[src/hw/crfs_pkg.sv]
// package: register map, field layout, decodes and carriers for the clock resource/fallback select
package crfs_pkg;

    // register indices; byte address on the bus is four times the index
    localparam logic [7:0] CRFS_IDX_RESOURCE  = 8'h03;
    localparam logic [7:0] CRFS_IDX_SECONDARY = 8'h04;
    localparam logic [7:0] CRFS_IDX_STATUS    = 8'h08;

    localparam logic [7:0] CRFS_RESOURCE_RESET  = 8'h00;
    localparam logic [7:0] CRFS_SECONDARY_RESET = 8'h00;

    // clock_resource_select fields
    localparam int CRFS_PLL1_SRC_LSB  = 6;
    localparam int CRFS_PLL1_BYP_BIT  = 5;
    localparam int CRFS_PLL1_RATE_BIT = 4;
    localparam int CRFS_PLL2_BYP_BIT  = 3;
    localparam int CRFS_PLL2_RATE_BIT = 2;
    localparam int CRFS_COMPAT_LSB    = 0;

    // secondary_clock_select fields
    localparam int CRFS_FB_SRC_LSB   = 6;
    localparam int CRFS_FB_TYPE_LSB  = 4;
    localparam int CRFS_FORCE_BIT    = 3;
    localparam int CRFS_FB_SYNC_LSB  = 0;

    // status register bits
    localparam int CRFS_ST_ACTIVE_BIT = 0;
    localparam int CRFS_ST_FAIL_BIT   = 1;

    // rate multipliers
    localparam logic [5:0] CRFS_PLL1_MULT_LO = 6'h10;
    localparam logic [5:0] CRFS_PLL1_MULT_HI = 6'h20;
    localparam logic [5:0] CRFS_PLL2_MULT_LO = 6'h08;
    localparam logic [5:0] CRFS_PLL2_MULT_HI = 6'h10;

    // compatibility clock rates in kHz
    localparam logic [13:0] CRFS_KHZ_2048 = 14'd2048;
    localparam logic [13:0] CRFS_KHZ_4096 = 14'd4096;
    localparam logic [13:0] CRFS_KHZ_8192 = 14'd8192;

    typedef enum logic [1:0] {
        CRFS_SRC_EXT_REF   = 2'b00,
        CRFS_SRC_RES_DIV   = 2'b01,
        CRFS_SRC_DPLL_2M   = 2'b10,
        CRFS_SRC_DPLL_4M   = 2'b11
    } crfs_src_type;

    typedef enum logic [1:0] {
        CRFS_FB_OSC_DIV4   = 2'b00,
        CRFS_FB_DISABLED   = 2'b01,
        CRFS_FB_SECONDARY  = 2'b10,
        CRFS_FB_RESERVED   = 2'b11
    } crfs_fb_type;

    typedef enum logic [1:0] {
        CRFS_CMP_OFF       = 2'b00,
        CRFS_CMP_2M        = 2'b01,
        CRFS_CMP_4M        = 2'b10,
        CRFS_CMP_8M_SHIFT  = 2'b11
    } crfs_cmp_type;

    localparam logic [2:0] CRFS_SYNC_OSC_DIV4 = 3'b000;

    typedef struct packed {
        crfs_src_type pll1_source_sel;
        logic         pll1_bypass;
        logic [5:0]   pll1_mult;
        logic         pll2_bypass;
        logic [5:0]   pll2_mult;
    } crfs_pll_type;

    typedef struct packed {
        logic         drive_n;
        logic [13:0]  bit_khz;
        logic [13:0]  double_khz;
        logic         double_shifted;
    } crfs_compat_type;

endpackage

[src/hw/crfs_top.sv]
// clock resource selection, compatibility clock programming and fallback selection
//
// Summary of operation
// - primary source 00 ext ref, 01 resource divider, 10 DPLL 2.048, 11 DPLL 4.096
// - pll1 bypass 0 runs first PLL, 1 passes its input straight through
// - pll1 rate select picks multiplier 16 or 32
// - pll2 bypass 0 runs second PLL, 1 bypasses it
// - pll2 rate select picks multiplier 8 or 16
// - compat clock field 00 puts both compatibility outputs in high impedance
// - 01 gives 2.048/4.096 MHz, 10 gives 4.096/8.192 MHz
// - 11 gives 8.192 MHz and a phase shifted 8.192 MHz double clock
// - fallback source uses the primary decode and feeds first PLL under forced or type 10 fallback
// - force fallback applies fallback source and sync whatever the failures and the type
// - fallback sync field picks the sync source once forced or type 10 fallback is in effect
// - type 00 osc/4 on main failure, 01 none, 10 secondary plus state machine
// - sync 000 osc/4, 001 osc, 010 A, 011 B, upper netref or locals
`timescale 1ns/1ps
module crfs_top
    import crfs_pkg::*;
(
    // clock and reset
    input  wire logic                CLOCK,
    input  wire logic                RST_N,
    // wishbone slave
    input  wire logic                CYC_I,
    input  wire logic                STB_I,
    input  wire logic                WE_I,
    input  wire logic [7:0]          ADR_I,
    input  wire logic [3:0]          SEL_I,
    input  wire logic [31:0]         DAT_I,
    output logic      [31:0]         DAT_O,
    output logic                     ACK_O,
    // failure detector and main sync selection
    input  wire logic                MAIN_CLOCK_FAIL,
    input  wire logic                AB_CLOCK_FAIL,
    input  wire logic [2:0]          MAIN_SYNC_SEL,
    // clocking controls
    output crfs_pll_type             PLL_CTRL,
    output crfs_compat_type          COMPAT_CTRL,
    output logic [2:0]               SYNC_SEL,
    output logic                     FALLBACK_ACTIVE,
    output logic                     FALLBACK_SM_ENABLE
);

    logic [7:0]  resource_reg;
    logic [7:0]  secondary_reg;
    logic        fail_reg;
    logic        ack_reg;
    logic [31:0] rdata_reg;
    logic [7:0]  word_idx;
    logic        wr_strobe;
    logic        clear_fail;

    crfs_fb_type  fb_type;
    logic         force_fb;
    logic         use_secondary;
    logic         use_osc_div4;

    crfs_pll_type    pll_next;
    crfs_compat_type compat_next;
    logic [2:0]      sync_next;

    function automatic logic [5:0] pick_mult(input logic hi, input logic [5:0] lo_v,
                                            input logic [5:0] hi_v);
        pick_mult = hi ? hi_v : lo_v;
    endfunction

    assign word_idx  = {2'b00, ADR_I[7:2]};
    // one write per bus cycle: taken on the edge that raises ack
    assign wr_strobe = CYC_I && STB_I && WE_I && !ack_reg && SEL_I[0];
    assign clear_fail = wr_strobe && (word_idx == CRFS_IDX_STATUS) &&
                        DAT_I[CRFS_ST_FAIL_BIT];

    // register writes; new settings drive outputs from the next edge
    always_ff @(posedge CLOCK) begin
        if (!RST_N) begin
            resource_reg  <= CRFS_RESOURCE_RESET;
            secondary_reg <= CRFS_SECONDARY_RESET;
        end else if (wr_strobe) begin
            if (word_idx == CRFS_IDX_RESOURCE) begin
                resource_reg <= DAT_I[7:0];
            end
            if (word_idx == CRFS_IDX_SECONDARY) begin
                secondary_reg <= DAT_I[7:0];
            end
        end
    end

    // bus answer: one wait state, ack drops the cycle after it is given
    always_ff @(posedge CLOCK) begin
        if (!RST_N) begin
            ack_reg   <= 1'b0;
            rdata_reg <= 32'h0000_0000;
        end else begin
            ack_reg <= CYC_I && STB_I && !ack_reg;
            case (word_idx)
                CRFS_IDX_RESOURCE:  rdata_reg <= {24'h00_0000, resource_reg};
                CRFS_IDX_SECONDARY: rdata_reg <= {24'h00_0000, secondary_reg};
                CRFS_IDX_STATUS:    rdata_reg <= {30'h0000_0000, fail_reg, FALLBACK_ACTIVE};
                default:            rdata_reg <= 32'h0000_0000;
            endcase
        end
    end

    assign ACK_O = ack_reg;
    assign DAT_O = rdata_reg;

    assign fb_type  = crfs_fb_type'(secondary_reg[CRFS_FB_TYPE_LSB +: 2]);
    assign force_fb = secondary_reg[CRFS_FORCE_BIT];

    // sticky failure; a failure in the clearing cycle wins over the clear
    always_ff @(posedge CLOCK) begin
        if (!RST_N) begin
            fail_reg <= 1'b0;
        end else if ((fb_type == CRFS_FB_OSC_DIV4 && MAIN_CLOCK_FAIL) ||
                     (fb_type == CRFS_FB_SECONDARY && AB_CLOCK_FAIL)) begin
            fail_reg <= 1'b1;
        end else if (clear_fail) begin
            fail_reg <= 1'b0;
        end
    end

    // type 00 only free-runs on osc/4 and leaves the source mux alone
    always_comb begin
        use_secondary = force_fb || (fb_type == CRFS_FB_SECONDARY && fail_reg);
        use_osc_div4  = !force_fb && fb_type == CRFS_FB_OSC_DIV4 && fail_reg;
    end

    always_comb begin
        pll_next.pll1_source_sel = use_secondary ?
            crfs_src_type'(secondary_reg[CRFS_FB_SRC_LSB +: 2]) :
            crfs_src_type'(resource_reg[CRFS_PLL1_SRC_LSB +: 2]);
        pll_next.pll1_bypass = resource_reg[CRFS_PLL1_BYP_BIT];
        pll_next.pll1_mult   = pick_mult(resource_reg[CRFS_PLL1_RATE_BIT],
                                         CRFS_PLL1_MULT_LO, CRFS_PLL1_MULT_HI);
        pll_next.pll2_bypass = resource_reg[CRFS_PLL2_BYP_BIT];
        pll_next.pll2_mult   = pick_mult(resource_reg[CRFS_PLL2_RATE_BIT],
                                         CRFS_PLL2_MULT_LO, CRFS_PLL2_MULT_HI);
    end

    always_comb begin
        compat_next.drive_n        = 1'b0;
        compat_next.bit_khz        = CRFS_KHZ_2048;
        compat_next.double_khz     = CRFS_KHZ_4096;
        compat_next.double_shifted = 1'b0;
        case (crfs_cmp_type'(resource_reg[CRFS_COMPAT_LSB +: 2]))
            CRFS_CMP_OFF: begin
                compat_next.drive_n    = 1'b1;
                compat_next.bit_khz    = 14'd0;
                compat_next.double_khz = 14'd0;
            end
            CRFS_CMP_2M: begin
                compat_next.bit_khz    = CRFS_KHZ_2048;
                compat_next.double_khz = CRFS_KHZ_4096;
            end
            CRFS_CMP_4M: begin
                compat_next.bit_khz    = CRFS_KHZ_4096;
                compat_next.double_khz = CRFS_KHZ_8192;
            end
            CRFS_CMP_8M_SHIFT: begin
                compat_next.bit_khz        = CRFS_KHZ_8192;
                compat_next.double_khz     = CRFS_KHZ_8192;
                compat_next.double_shifted = 1'b1;
            end
            default: begin
                compat_next.drive_n = 1'b1;
            end
        endcase
    end

    // sync source codes pass through unchanged; downstream decodes them
    always_comb begin
        if (use_secondary) begin
            sync_next = secondary_reg[CRFS_FB_SYNC_LSB +: 3];
        end else if (use_osc_div4) begin
            sync_next = CRFS_SYNC_OSC_DIV4;
        end else begin
            sync_next = MAIN_SYNC_SEL;
        end
    end

    always_ff @(posedge CLOCK) begin
        if (!RST_N) begin
            PLL_CTRL           <= '0;
            COMPAT_CTRL        <= '{drive_n: 1'b1, bit_khz: 14'd0, double_khz: 14'd0,
                                    double_shifted: 1'b0};
            SYNC_SEL           <= CRFS_SYNC_OSC_DIV4;
            FALLBACK_ACTIVE    <= 1'b0;
            FALLBACK_SM_ENABLE <= 1'b0;
        end else begin
            PLL_CTRL           <= pll_next;
            COMPAT_CTRL        <= compat_next;
            SYNC_SEL           <= sync_next;
            FALLBACK_ACTIVE    <= use_secondary || use_osc_div4;
            FALLBACK_SM_ENABLE <= (fb_type == CRFS_FB_SECONDARY);
        end
    end

endmodule

[config.mk]
export PLATFORM = sky130hd
export DESIGN_NAME = crfs_top
export DESIGN_NICKNAME = d
export VERILOG_FILES = /design/src/hw/crfs_pkg.sv /design/src/hw/crfs_top.sv
export SDC_FILE = /design/constraint.sdc
export NUM_CORES = 1
export LEC_CHECK = 0
export ABC_AREA = 1
export BUFFER_PORTS_ARGS = -buffer_cell sky130_fd_sc_hd__buf_2
export CAP_MARGIN = 30
export CORE_MARGIN = 5
export CORE_UTILIZATION = 40
export CTS_CLUSTER_DIAMETER = 60
export CTS_CLUSTER_SIZE = 12
export DETAILED_ROUTE_END_ITERATION = 10
export GPL_ROUTABILITY_DRIVEN = 0
export HOLD_SLACK_MARGIN = 0.06
export PLACE_DENSITY_LB_ADDON = 0.12
export SLEW_MARGIN = 20
export SYNTH_ARGS = -nofsm -noshare
export SYNTH_HDL_FRONTEND = slang
export SYNTH_SLANG_ARGS = --single-unit
export TNS_END_PERCENT = 50
[constraint.sdc]
create_clock -name CLOCK -period 1.5 [get_ports CLOCK]
set_clock_uncertainty 0.1 [all_clocks]
set_input_delay 0.225 -clock CLOCK [delete_from_list [all_inputs] [get_ports CLOCK]]
set_output_delay 0.225 -clock CLOCK [all_outputs]
set_load 0.03 [all_outputs]
Word-level counts from Yosys, hierarchy flattened:

Cells that the tools add are included.

* memory bits (read-only): 0
* memories kept: 0
* input port bits: 54
* latch bits: 0
* RAM bits: 0
* output and inout port bits: 84
* word-level logic and storage cells: 57
* bits in registers: 101

* shift-type cells: 0
* reduce and logical (&&, ||, !) cells: 22
* div/mod/pow operators: 0
* multipliers: 0
* $lt $le $gt $ge: 0
* $add $sub $neg: 0
* eq/ne operators: 7
* bitwise gates (word level): 0
* multiplexer cells: 11

Operator list (number)
* 28-bit case mux with 4 select lines: 1
* 8-bit case mux with 3 select lines: 1
* 1-bit logical AND: 12
* 2-bit equality test (second input constant): 3
* 6-bit by 2-bit equality test with 1-bit output (second input constant): 1
* 6-bit by 3-bit equality test with 1-bit output (second input constant): 1
* 6-bit by 4-bit equality test with 1-bit output (second input constant): 1
* 3-bit two-way mux: 2
* 6-bit two-way mux: 1
* 5-bit two-way mux: 1
* 2-bit zero test: 2
* 1-bit two-way mux: 4
* 2-bit AND reduction: 2
* 1-bit logical OR: 3
* 2-bit by 1-bit equality test with 1-bit output (second input constant): 1
* 1-bit zero test: 2
* 2-bit two-way mux: 1
* 2-bit nonzero test: 1

Depth between registers and ports, before layout:

Gate-level depths: netlist of run 1.

* depth in word-level cells: 8
* gate-level depth with buffers: 9
* mapped depth without buffers: 8

Worst setup path after synthesis of run 1:

Ideal clock, no wire load.

* path kind: flip-flop to flip-flop
* start point: register ack_reg (netlist: ACK_O)
* end point: register resource_reg[7]
* setup time: 0.113 ns
* slack: 0.093 ns
* buffers on the path: 1
* stages on the path, launching flop included: 10
* required time: 1.287 ns
* arrival: 1.194 ns
* clock period less this slack: 1.407 ns
* cells stage by stage: dfxtp_1 inv_1 nand3_1 nor2_1 inv_1 nor2_4 buf_4 nand2_1 nand2_1 nor2_1

* longest elaborated chain between the ends: 4

RTL lines
* from (decl): line crfs_top.sv:48 `logic ack_reg;`
* from (signal assigned): line crfs_top.sv:95 `ack_reg <= CYC_I && STB_I && !ack_reg;`
* 1-bit zero test: line crfs_top.sv:70 `assign wr_strobe = CYC_I && STB_I && WE_I && !ack_reg && SEL_I[0];`
* 1-bit logical AND (2 in series): line crfs_top.sv:70
* 2-bit AND reduction (no source line)
* to (signal assigned): line crfs_top.sv:81 `resource_reg <= DAT_I[7:0];`
* to (decl): line crfs_top.sv:45 `logic [7:0] resource_reg;`

No other way between the ends.
A chain may end at the register's enable or synchronous reset.

Worst setup path after layout of run 1:

* start point: register ack_reg (netlist: ACK_O)
* end point: register secondary_reg[4]

* longest elaborated chain between the ends: 4

RTL lines
* 1-bit zero test: line crfs_top.sv:70
* 1-bit logical AND (2 in series): line crfs_top.sv:70
* 2-bit AND reduction (no source line)
* to (signal assigned): line crfs_top.sv:84 `secondary_reg <= DAT_I[7:0];`
* to (decl): line crfs_top.sv:46 `logic [7:0] secondary_reg;`

No other way between the ends.

==> results by group, run 1 <==
Clock tree
  – H-tree levels: 2
  – Clk sink count: 44
  – Maximum root-to-sink buffer count: 2
  – Root buf cell: clkbuf_8
  – CTS tree: yes
  – Num CTS Buffers: 5
  – Clock-pin transition on the worst setup and hold timing paths: 0.08 ns
  – Latest clock arrival within the worst-skew pair: 0.29 ns
  – Post-CTS Resized: 0

Worst setup path
  – Crit path kind: reg -> reg
  – Startpoint types: register
  – Crit path DAT: between 1 and 1.5 ns
  – Peak fanout along the critical path: 16
  – Crit. End Element: register
  – Required time of the critical path: 1.59 ns
  – FF-to-FF path depth: 9

Routing
  – Routed Antenna Nets: 0
  – Vias/cell: ~4.1
  – Initial DRT Pass Iterations: 4
  – DR iter-0 viols: 78
  – Drt wl/cell: 11.0 um
  – Final wirelength: 4470 um
  – DRC viols: 0
  – Via Count: 1674

Global route
  – Total track usage: 0.130
  – Number of global-route vias before repair: 1453
  – First-pass GRT wire length: 6670 um
  – Grt total ovfl: 0
  – Antenna violations before repair: 0
  – Largest net degree at the start of global routing: 18

Timing
  – Final worst path period share: 0.904
  – Hold Fails Final Rpt: 0
  – Final slew viol count: 0
  – Setup violations, final: 0
  – RSZ-0062 raised after global routing: no
  – Min Tclk post-route: approximately 1.4 ns
  – Setup TNS after final layout: 0 ns
  – F_max: 737 MHz

Logic synthesis
  – Yosys cell types: 21
  – Synthesized cell area: ~2100 um2
  – Yosys top cell area share: 0.418
  – Gate Count Post-Synth: about 280
  – Ranking of synthesized cells by area: dfxtp_1 42%, buf_4 21%, nand2_1 9.3%
  – Synth area leader: dfxtp_1
  – Average size of a mapped cell: 7.63 um2
  – Seq/Total Area, Yosys: 0.418
  – Register bit total from synthesis: 44
  – Syn. warnings: 0

Run
  – Max-cap check violation count: 0

Power and ir drop
  – Total Power: 2.57 mW
  – Static leakage: 1.25 nW
  – Peak VDD IR: 0.372 mV
  – PwrDens: 1060 nW/um2

Final layout
  – Commonest non-fill, non-tap cell in the layout: conb_1
  – Final nets: 391
  – Ant. Diodes: 0
  – Most frequent cells in the layout: 55 x conb_1, 53 x buf_2, 52 x nand2_1
  – Layout cells sized above 1: 0.237
  – Layout area overhead: 15.6%
  – Finished Cell Area: 2430 um2

Placement
  – PortBufs: 53
  – DP Area: 2300 um2
  – DP Wirelength: 3490 um

Floorplanning
  – Die area: 6820 um2
  – Std cell rows: 26
  – Initial Util: 0.413
  – Core area: roughly 5100 um2
  – Die X-Extent: 82.6 um
  – Die Y: 82.6 um
  – Num ports: 138

Outcome
  – Status: complete, no violations

Hold path
  – Min-delay worst type: in -> reg
  – Worst hold stages: 3
==> where the power goes <==
part / internal (mW) / switching, mW / total, mW
Combinational: 0.0628 / 0.289 / 0.352
Sequential: 1.18 / 0.00489 / 1.18
Clock: 0.655 / 0.381 / 1.04
Total: 1.90 / 0.675 / 2.57
==> path summary, 6_finish.rpt <==
path	startpoint	endpoint	slack, ns
max	ACK_O	secondary_reg[4]	0.14
max reg2reg	ACK_O	secondary_reg[4]	0.14
min	MAIN_SYNC_SEL[1]	SYNC_SEL[1]	0.08
min reg2reg	resource_reg[5]	PLL_CTRL[13]	0.35
==> cell usage after synthesis, drive strengths merged <==
| cell type | count |
|---|---|
| a31oi | 1 |
| nor2 | 49 |
| nand2 | 52 |
| nand3 | 8 |
| conb | 1 |
| buf | 61 |
| clkbuf | 3 |
| nor3 | 1 |
| dfxtp | 44 |
| a21oi | 11 |
| o211ai | 1 |
| inv | 25 |
| o21ai | 4 |
| nand4 | 15 |
==> cell type report <==
class / count / area [um2]
sequential: 44 / 881
inverter: 25 / 93.8
clock inverter: 2 / 60.1
fill: 577 / 2670
clock buffer: 5 / 68.8
tap: 70 / 87.6
multi-input combinational: 197 / 868
timing repair buffer: 64 / 375
==> metal layers <==
layer	wire length (um)	global-route usage	vias up
met2	2180	0.215	69
met1	1760	0.156	728
met5	0	0	-
met4	114	0.0670	0
met3	409	0.0315	11
li1	-	-	866
==> critical path, stage by stage, from the launching register on <==
cell     delay, ns
dfxtp_1       0.32
inv_1         0.05
nand3_1       0.07
nor2_1        0.17
inv_1         0.13
nor2_4        0.12
buf_12        0.15
nand2_1       0.05
nand2_1       0.06
nor2_1        0.04
==> stage by stage <==
step                setup slack (ns)   util  cells  hold WS [ns]
floorplan                     0.0932      -    330         0.271
global placement               0.122  0.450    399         0.349
detailed placement             0.140  0.450    399         0.349
CTS                            0.120  0.475    406        0.0669
global route                  0.0239  0.477    407        0.0692
finish                         0.143  0.477    407        0.0810
==> kinds of logic (layout without fill, tap and decap cells) <==
logic type / count (synthesis) / in the layout / share of synthesized area
other: 1 / 55 / 0.00178
AND/OR/NAND/NOR: 125 / 125 / 0.272
buffers and inverters: 89 / 96 / 0.266
AO/OA/AOI/OAI: 17 / 17 / 0.0422
flip-flops: 44 / 44 / 0.418
==> repair_timing <==
item / in CTS / in global routing
endpoints found under the hold margin: 0 / 1
hold buffers: 0 / 1
setup endpoints to repair: 0 / 0
buffers inserted: 0 / 0
Note: power is estimated with default switching activity, not from simulation.
==> run 2, diff against run 1 <==
--- a/config.mk
+++ b/config.mk
@@ -16,6 +16,8 @@
 export GPL_ROUTABILITY_DRIVEN = 0
 export HOLD_SLACK_MARGIN = 0.06
 export PLACE_DENSITY_LB_ADDON = 0.12
+export RECOVER_POWER = 25
+export SETUP_SLACK_MARGIN = 0.4
 export SLEW_MARGIN = 20
 export SYNTH_ARGS = -nofsm -noshare
 export SYNTH_HDL_FRONTEND = slang
==> run 2 against run 1 <==
Net effect:
- cell area rose by 7.0%
- via count rose by 1.3%
- flip-flop and latch count did not move
- register-to-register slack improved by 0.05 ns
- combinational power rose by 5%
- first-iteration DRC count fell by 21%
- final cell count rose by 1.5%
- global-route usage barely moved
- total power fell by 4.2%
- wire length rose by 1.1%
- fmax rose by 3.7%
- critical path depth did not move
==> results by group, run 2 (synthesis results as in run 1) <==
Floorplanning
  – Die X-Extent: 82.6 um
  – Core area: approximately 5000 um2
  – Num ports: 138
  – Die Y: 82.6 um
  – Initial Util: 0.413
  – Die area: between 6000 and 7000 um2
  – Std cell rows: 26

Power and ir drop
  – Static leakage: 1.30 nW
  – NetSw: between 600 and 700 uW
  – Power share of the clock group: 0.369
  – Comb pwr share: 0.151
  – Sw frac: 0.282
  – Proportion of power drawn by flip-flops and latches: 0.481
  – Peak VDD IR: between 0.3 and 0.4 mV
  – PwrDens: 945 nW/um2
  – Pint: 1.77 mW

Timing
  – Hold Fails Final Rpt: 0
  – Final worst path period share: 0.872
  – Setup violations, final: 0
  – Setup TNS after final layout: 0 ns
  – Final slew viol count: 0
  – F_max: 764 MHz
  – Worst rel slew slack: 0.608
  – Min Tclk post-route: ~1.3 ns
  – Worst Max-Slew Pin Slew: 0.588 ns
  – RSZ-0062 raised after global routing: yes

Routing
  – Via Count: 1696
  – Routed Antenna Nets: 0
  – Final wirelength: about 4500 um
  – Vias/cell: 4.11
  – DR iter-0 viols: 62
  – DRC viols: 0
  – Initial DRT Pass Iterations: 6
  – Drt wl/cell: around 11 um

Worst setup path
  – Slowest CP cell: dfxtp_1
  – Reg2reg setup slack: approximately 0.19 ns
  – Peak fanout along the critical path: 8
  – Crit-path leading delay family: simple AND/OR/NAND/NOR gates
  – Crit path largest cell delay: between 0.3 and 0.4 ns
  – Reg-to-Reg End: secondary_reg[2]
  – Startpoint types: register
  – Reg2reg start: ACK_O
  – Crit path kind: reg -> reg
  – Bufs and invs on worst path: 3
  – FF-to-FF path depth: 9
  – Critical Path Start: ACK_O
  – Required time of the critical path: 1.60 ns
  – Critical-path cell list: inv_2 > nand3_4 > nor2_4 > inv_2 > nor2_4 > clkbuf_16 > nand2_2 > nand2_1 > nor2_1
  – Crit. End Element: register
  – Crit path DAT: 1.40 ns

Final layout
  – Layout cells sized above 1: 0.338
  – Layout area overhead: 23.6%
  – Non-Filler Instances: slightly above 400
  – Final nets: a little under 400
  – Most frequent cells in the layout: 55 x conb_1, 47 x buf_2, 39 x nand2_1, 39 x nor2_1, 37 x dfxtp_1
  – Fillers: 542
  – Commonest non-fill, non-tap cell in the layout: conb_1
  – Ant. Diodes: 0

Global route
  – Most used routing layer: met2
  – First-pass GRT wire length: 6780 um
  – Grt total ovfl: 0
  – Largest net degree at the start of global routing: 23
  – Total track usage: 0.130
  – Antenna violations before repair: 0
  – Number of global-route vias before repair: 1518
  – Met1 usage in global routing: 0.166
  – Met2 Track Usage GR: 0.203
  – M3 GR Usage: 0.0380

Clock tree
  – Maximum root-to-sink buffer count: 2
  – CTS tree: yes
  – Clock-pin transition on the worst setup and hold timing paths: 0.08 ns
  – Latest clock arrival within the worst-skew pair: 0.29 ns
  – Num CTS Buffers: 5
  – H-tree levels: 2
  – Root buf cell: clkbuf_8
  – Clk sink count: 44

Hold path
  – Hold Crit Endpoint: SYNC_SEL[1]
  – Worst hold stages: 3
  – Hold Startpoint: MAIN_SYNC_SEL[1]
  – Min-delay worst type: in -> reg

Run
  – Max-cap check violation count: 0

Placement
  – PortBufs: 53
  – Placed Cells: 396
  – DP Wirelength: 3300 um

Outcome
  – Status: complete, no violations
[run 2: changes by cell type in the layout (fill, tap and decap cells not counted), moves of 5 or more]
cell     previous run  this run
buf_2              53        47
dfxtp_2             0         6
nand2_1            52        39
nand2_2             0        13
buf_6               0         5
dfxtp_1            44        37
[run 2: tightest hold or removal path: stages]
cell     delay [ns]
buf_2          0.10
nand2_1        0.05
a21oi_1        0.06
[run 2: worst max path at each step]
stage | slack (ns) | depth (start not counted) | endpoint
final | 0.19 | 9 | secondary_reg[2]
after global routing | 0.12 | 9 | secondary_reg[2]
after CTS | 0.21 | 9 | secondary_reg[0]
after detailed placement | 0.12 | 8 | resource_reg[5]
after global placement | 0.11 | 8 | resource_reg[2]
after floorplan | 0.19 | 9 | secondary_reg[5]
[run 2: per-stage QoR]
stage                      util  power, mW  worst slack (ns)  area (um2)  hold slack, ns
final                     0.510       2.46             0.192        2610          0.0898
after global routing      0.510       2.57             0.123        2610          0.0729
after CTS                 0.487       2.48             0.212        2490          0.0696
after detailed placement  0.445       1.56             0.116        2270           0.355
after global placement    0.445       1.56             0.112        2270           0.352
after floorplan               -       1.59             0.188        2320           0.260
[run 2: power groups by stage]
stage / Clock [mW] / Combinational (mW) / Sequential [mW]
final: 0.908 / 0.371 / 1.18
after global routing: 0.985 / 0.400 / 1.19
after CTS: 0.941 / 0.357 / 1.19
after detailed placement: 0 / 0.348 / 1.21
after global placement: 0 / 0.348 / 1.21
after floorplan: 0 / 0.363 / 1.23
[run 2: cell type report]
type | count | area [um2] | area share
multi-input cells | 197 | 951 | 0.365
flip-flops and latches | 44 | 892 | 0.342
repair buffers | 69 | 454 | 0.174
clock buffers | 8 | 121 | 0.0466
inverters | 25 | 98.8 | 0.0379
well taps | 70 | 87.6 | 0.0336
[run 2: routing by layer]
metal | up-vias | part of all wire
met3 | 4 | 0.096
met1 | 736 | 0.43
met4 | 0 | 0.012
met5 | - | 0
li1 | 880 | -
met2 | 76 | 0.46
[run 2: what timing repair did]
action	CTS	global route
hold endpoints to repair	1	0
gates cloned	0	1
setup endpoints to repair	50	51
buffers inserted	3	4
hold buffers	1	0
pin swaps	1	4
gates resized for setup	15	32
==> run 3, diff against run 2 <==
--- a/config.mk
+++ b/config.mk
@@ -5,7 +5,6 @@
 export SDC_FILE = /design/constraint.sdc
 export NUM_CORES = 1
 export LEC_CHECK = 0
-export ABC_AREA = 1
 export BUFFER_PORTS_ARGS = -buffer_cell sky130_fd_sc_hd__buf_2
 export CAP_MARGIN = 30
 export CORE_MARGIN = 5
==> run 3 against run 2 <==
Net effect:
- fmax down 5.9%
- global-route usage down 0.13 points
- sequential share of layout area up 2.7 points
- core utilization down 3.2 points
- wire length down 5.6%
- largest cell class unchanged
==> results by group, run 3 <==
Outcome
  – Status: complete, no violations

Floorplanning
  – Core area: roughly 5000 um2
  – Std cell rows: 26
  – Die Y: roughly 82 um
  – Die X-Extent: 81.9 um
  – Initial Util: 0.407
  – Num ports: around 140
  – Die area: around 6700 um2

Global route
  – Number of global-route vias before repair: between 1000 and 1500
  – First-pass GRT wire length: 6470 um
  – Antenna violations before repair: 0
  – Largest net degree at the start of global routing: 29
  – Total track usage: 0.129
  – Grt total ovfl: 0

Clock tree
  – Maximum root-to-sink buffer count: 2
  – Hold buffer count at cts: 0
  – Clk sink count: 44
  – H-tree levels: 2
  – Latest clock arrival within the worst-skew pair: 0.29 ns
  – Root buf cell: clkbuf_8
  – Clock-pin transition on the worst setup and hold timing paths: 0.08 ns
  – Num CTS Buffers: 5
  – CTS tree: yes

Routing
  – Via Count: 1514
  – Initial DRT Pass Iterations: 4
  – DRC viols: 0
  – Drt wl/cell: 11.9 um
  – Final wirelength: 4270 um
  – Routed Antenna Nets: 0
  – DR iter-0 viols: 24
  – Vias/cell: 4.21

Timing
  – Worst rel slew slack: 0.608
  – Worst Max-Slew Pin Slew: 0.587 ns
  – Min Tclk post-route: 1.39 ns
  – Hold slack: about 0.099 ns
  – Setup TNS after final layout: 0 ns
  – Final slew viol count: 0
  – Final worst path period share: 0.926
  – Setup violations, final: 0
  – Hold Fails Final Rpt: 0
  – RSZ-0062 raised after global routing: yes
  – F_max: 720 MHz

Logic synthesis
  – Average size of a mapped cell: 9.10 um2
  – Most frequent cells after synthesis: 57 x buf_4, 44 x dfxtp_1, 26 x nand2_1
  – Yosys top cell area share: 0.426
  – Most common cell in the netlist: buf_4
  – Register bit total from synthesis: 44
  – Ranking of synthesized cells by area: dfxtp_1 43%, buf_4 21%, mux2i_1 8.2%
  – Gate Count Post-Synth: roughly 230
  – Syn. warnings: 0
  – Synthesized cell area: 2070 um2
  – Synth area leader: dfxtp_1
  – Main flop type after synthesis: dfxtp_1
  – EDFF count, synth: 0
  – Yosys cell types: 28
  – Seq/Total Area, Yosys: 0.426
  – Post-synth ARST share: 0

Worst setup path
  – Required time of the critical path: 1.62 ns
  – Peak fanout along the critical path: 4
  – Crit. End Element: register
  – Crit path kind: reg -> reg
  – Startpoint types: register
  – Reg2reg start: ACK_O
  – Critical Path Start: ACK_O
  – Crit path DAT: ~1.5 ns

Final layout
  – Core Util, Final: 0.478
  – Register area: between 800 and 900 um2
  – Finished Cell Area: 2420 um2
  – Layout area overhead: 17.3%
  – Fillers: 535
  – Commonest non-fill, non-tap cell in the layout: conb_1
  – Ant. Diodes: 0
  – Most frequent cells in the layout: 55 x conb_1, 45 x buf_2, 36 x dfxtp_1
  – Multi-input logic area: 906 um2
  – Layout cells sized above 1: 0.303
  – Final nets: 344

Power and ir drop
  – NetSw: 669 uW
  – PwrDens: 921 nW/um2
  – Power share of the clock group: 0.312
  – Proportion of power drawn by flip-flops and latches: 0.531
  – Pint: 1.56 mW
  – Comb pwr share: 0.157
  – Static leakage: 1.13 nW
  – Sw frac: 0.300
  – Peak VDD IR: 0.322 mV

Hold path
  – Min-delay worst type: in -> reg
  – Hold Startpoint: DAT_I[4]

Placement
  – DP Area: 2240 um2
  – DP Wirelength: 3120 um
  – PortBufs: 53

Run
  – Max-cap check violation count: 0
-- run 3: changes by cell type after synthesis, sizes merged, moves of 15 or more --
cell and delta:
nor2 -43, nand2 -26, inv -18, mux2i +17, nand3 +15, nand4 -15
-- run 3: logic make-up after synthesis --
group                  share of synthesized area
DFF                                        0.426
muxes                                     0.0824
buffers and inverters                      0.249
other                                    0.00182
and+or+nand+nor                            0.188
AOI/OAI and AO/OA                         0.0527
-- run 3: cell type report --
type	count	share of cell area
Multi-Input combinational cell	164	0.374
Clock buffer	6	0.0299
Tap cell	70	0.0361
Clock inverter	1	0.00207
Sequential cell	44	0.370
Timing Repair Buffer	67	0.176
Inverter	8	0.0124
-- run 3: path summary, 6_finish.rpt --
kind | endpoint | slack, ns | cells past startpoint
worst max register to register | resource_reg[6] | 0.11 | 4
worst max-delay path | resource_reg[6] | 0.11 | 4
worst min-delay path | secondary_reg[4] | 0.1 | 3
worst min register to register | PLL_CTRL[3] | 0.34 | 1
-- run 3: what timing repair did --
action                     CTS  global route
hold endpoints to repair     0             0
pin swaps                    3             5
resized for setup           22            17
setup endpoints to repair   50            53
buffers inserted             1             2
-- run 3: worst max-delay path, cell delays in order (launching register included) --
cell and delay [ns]:
dfxtp_4 0.34, nand3b_1 0.19, and4bb_2 0.37, buf_6 0.14, mux2i_1 0.18
-- run 3: through the flow --
stage / setup slack [ns] / power (mW) / cells
6_report: 0.110 / 2.23 / 360
5_1_grt: 0.0456 / 2.34 / 360
4_1_cts: 0.100 / 2.25 / 358
3_5_place_dp: 0.0121 / 1.55 / 350
3_3_place_gp: 0.0226 / 1.55 / 350
2_1_floorplan: 0.200 / 1.58 / 281
-- run 3: routing by layer --
metal  share of wire  routed length [um]  vias up  GRT usage
li1                -                   -      772          -
met1            0.43                1840      658      0.158
met2            0.46                1980       75      0.206
met3           0.083                 355        9     0.0340
met4           0.022                  95        0     0.0681
met5               0                   0        -          0
-- run 3: power by group through the flow --
stage          logic (mW)  registers, mW  clock network (mW)
5_1_grt             0.376           1.19               0.778
3_3_place_gp        0.335           1.21                   0
3_5_place_dp        0.335           1.21                   0
6_report            0.351           1.18               0.696
4_1_cts             0.344           1.19               0.720
2_1_floorplan       0.350           1.23                   0
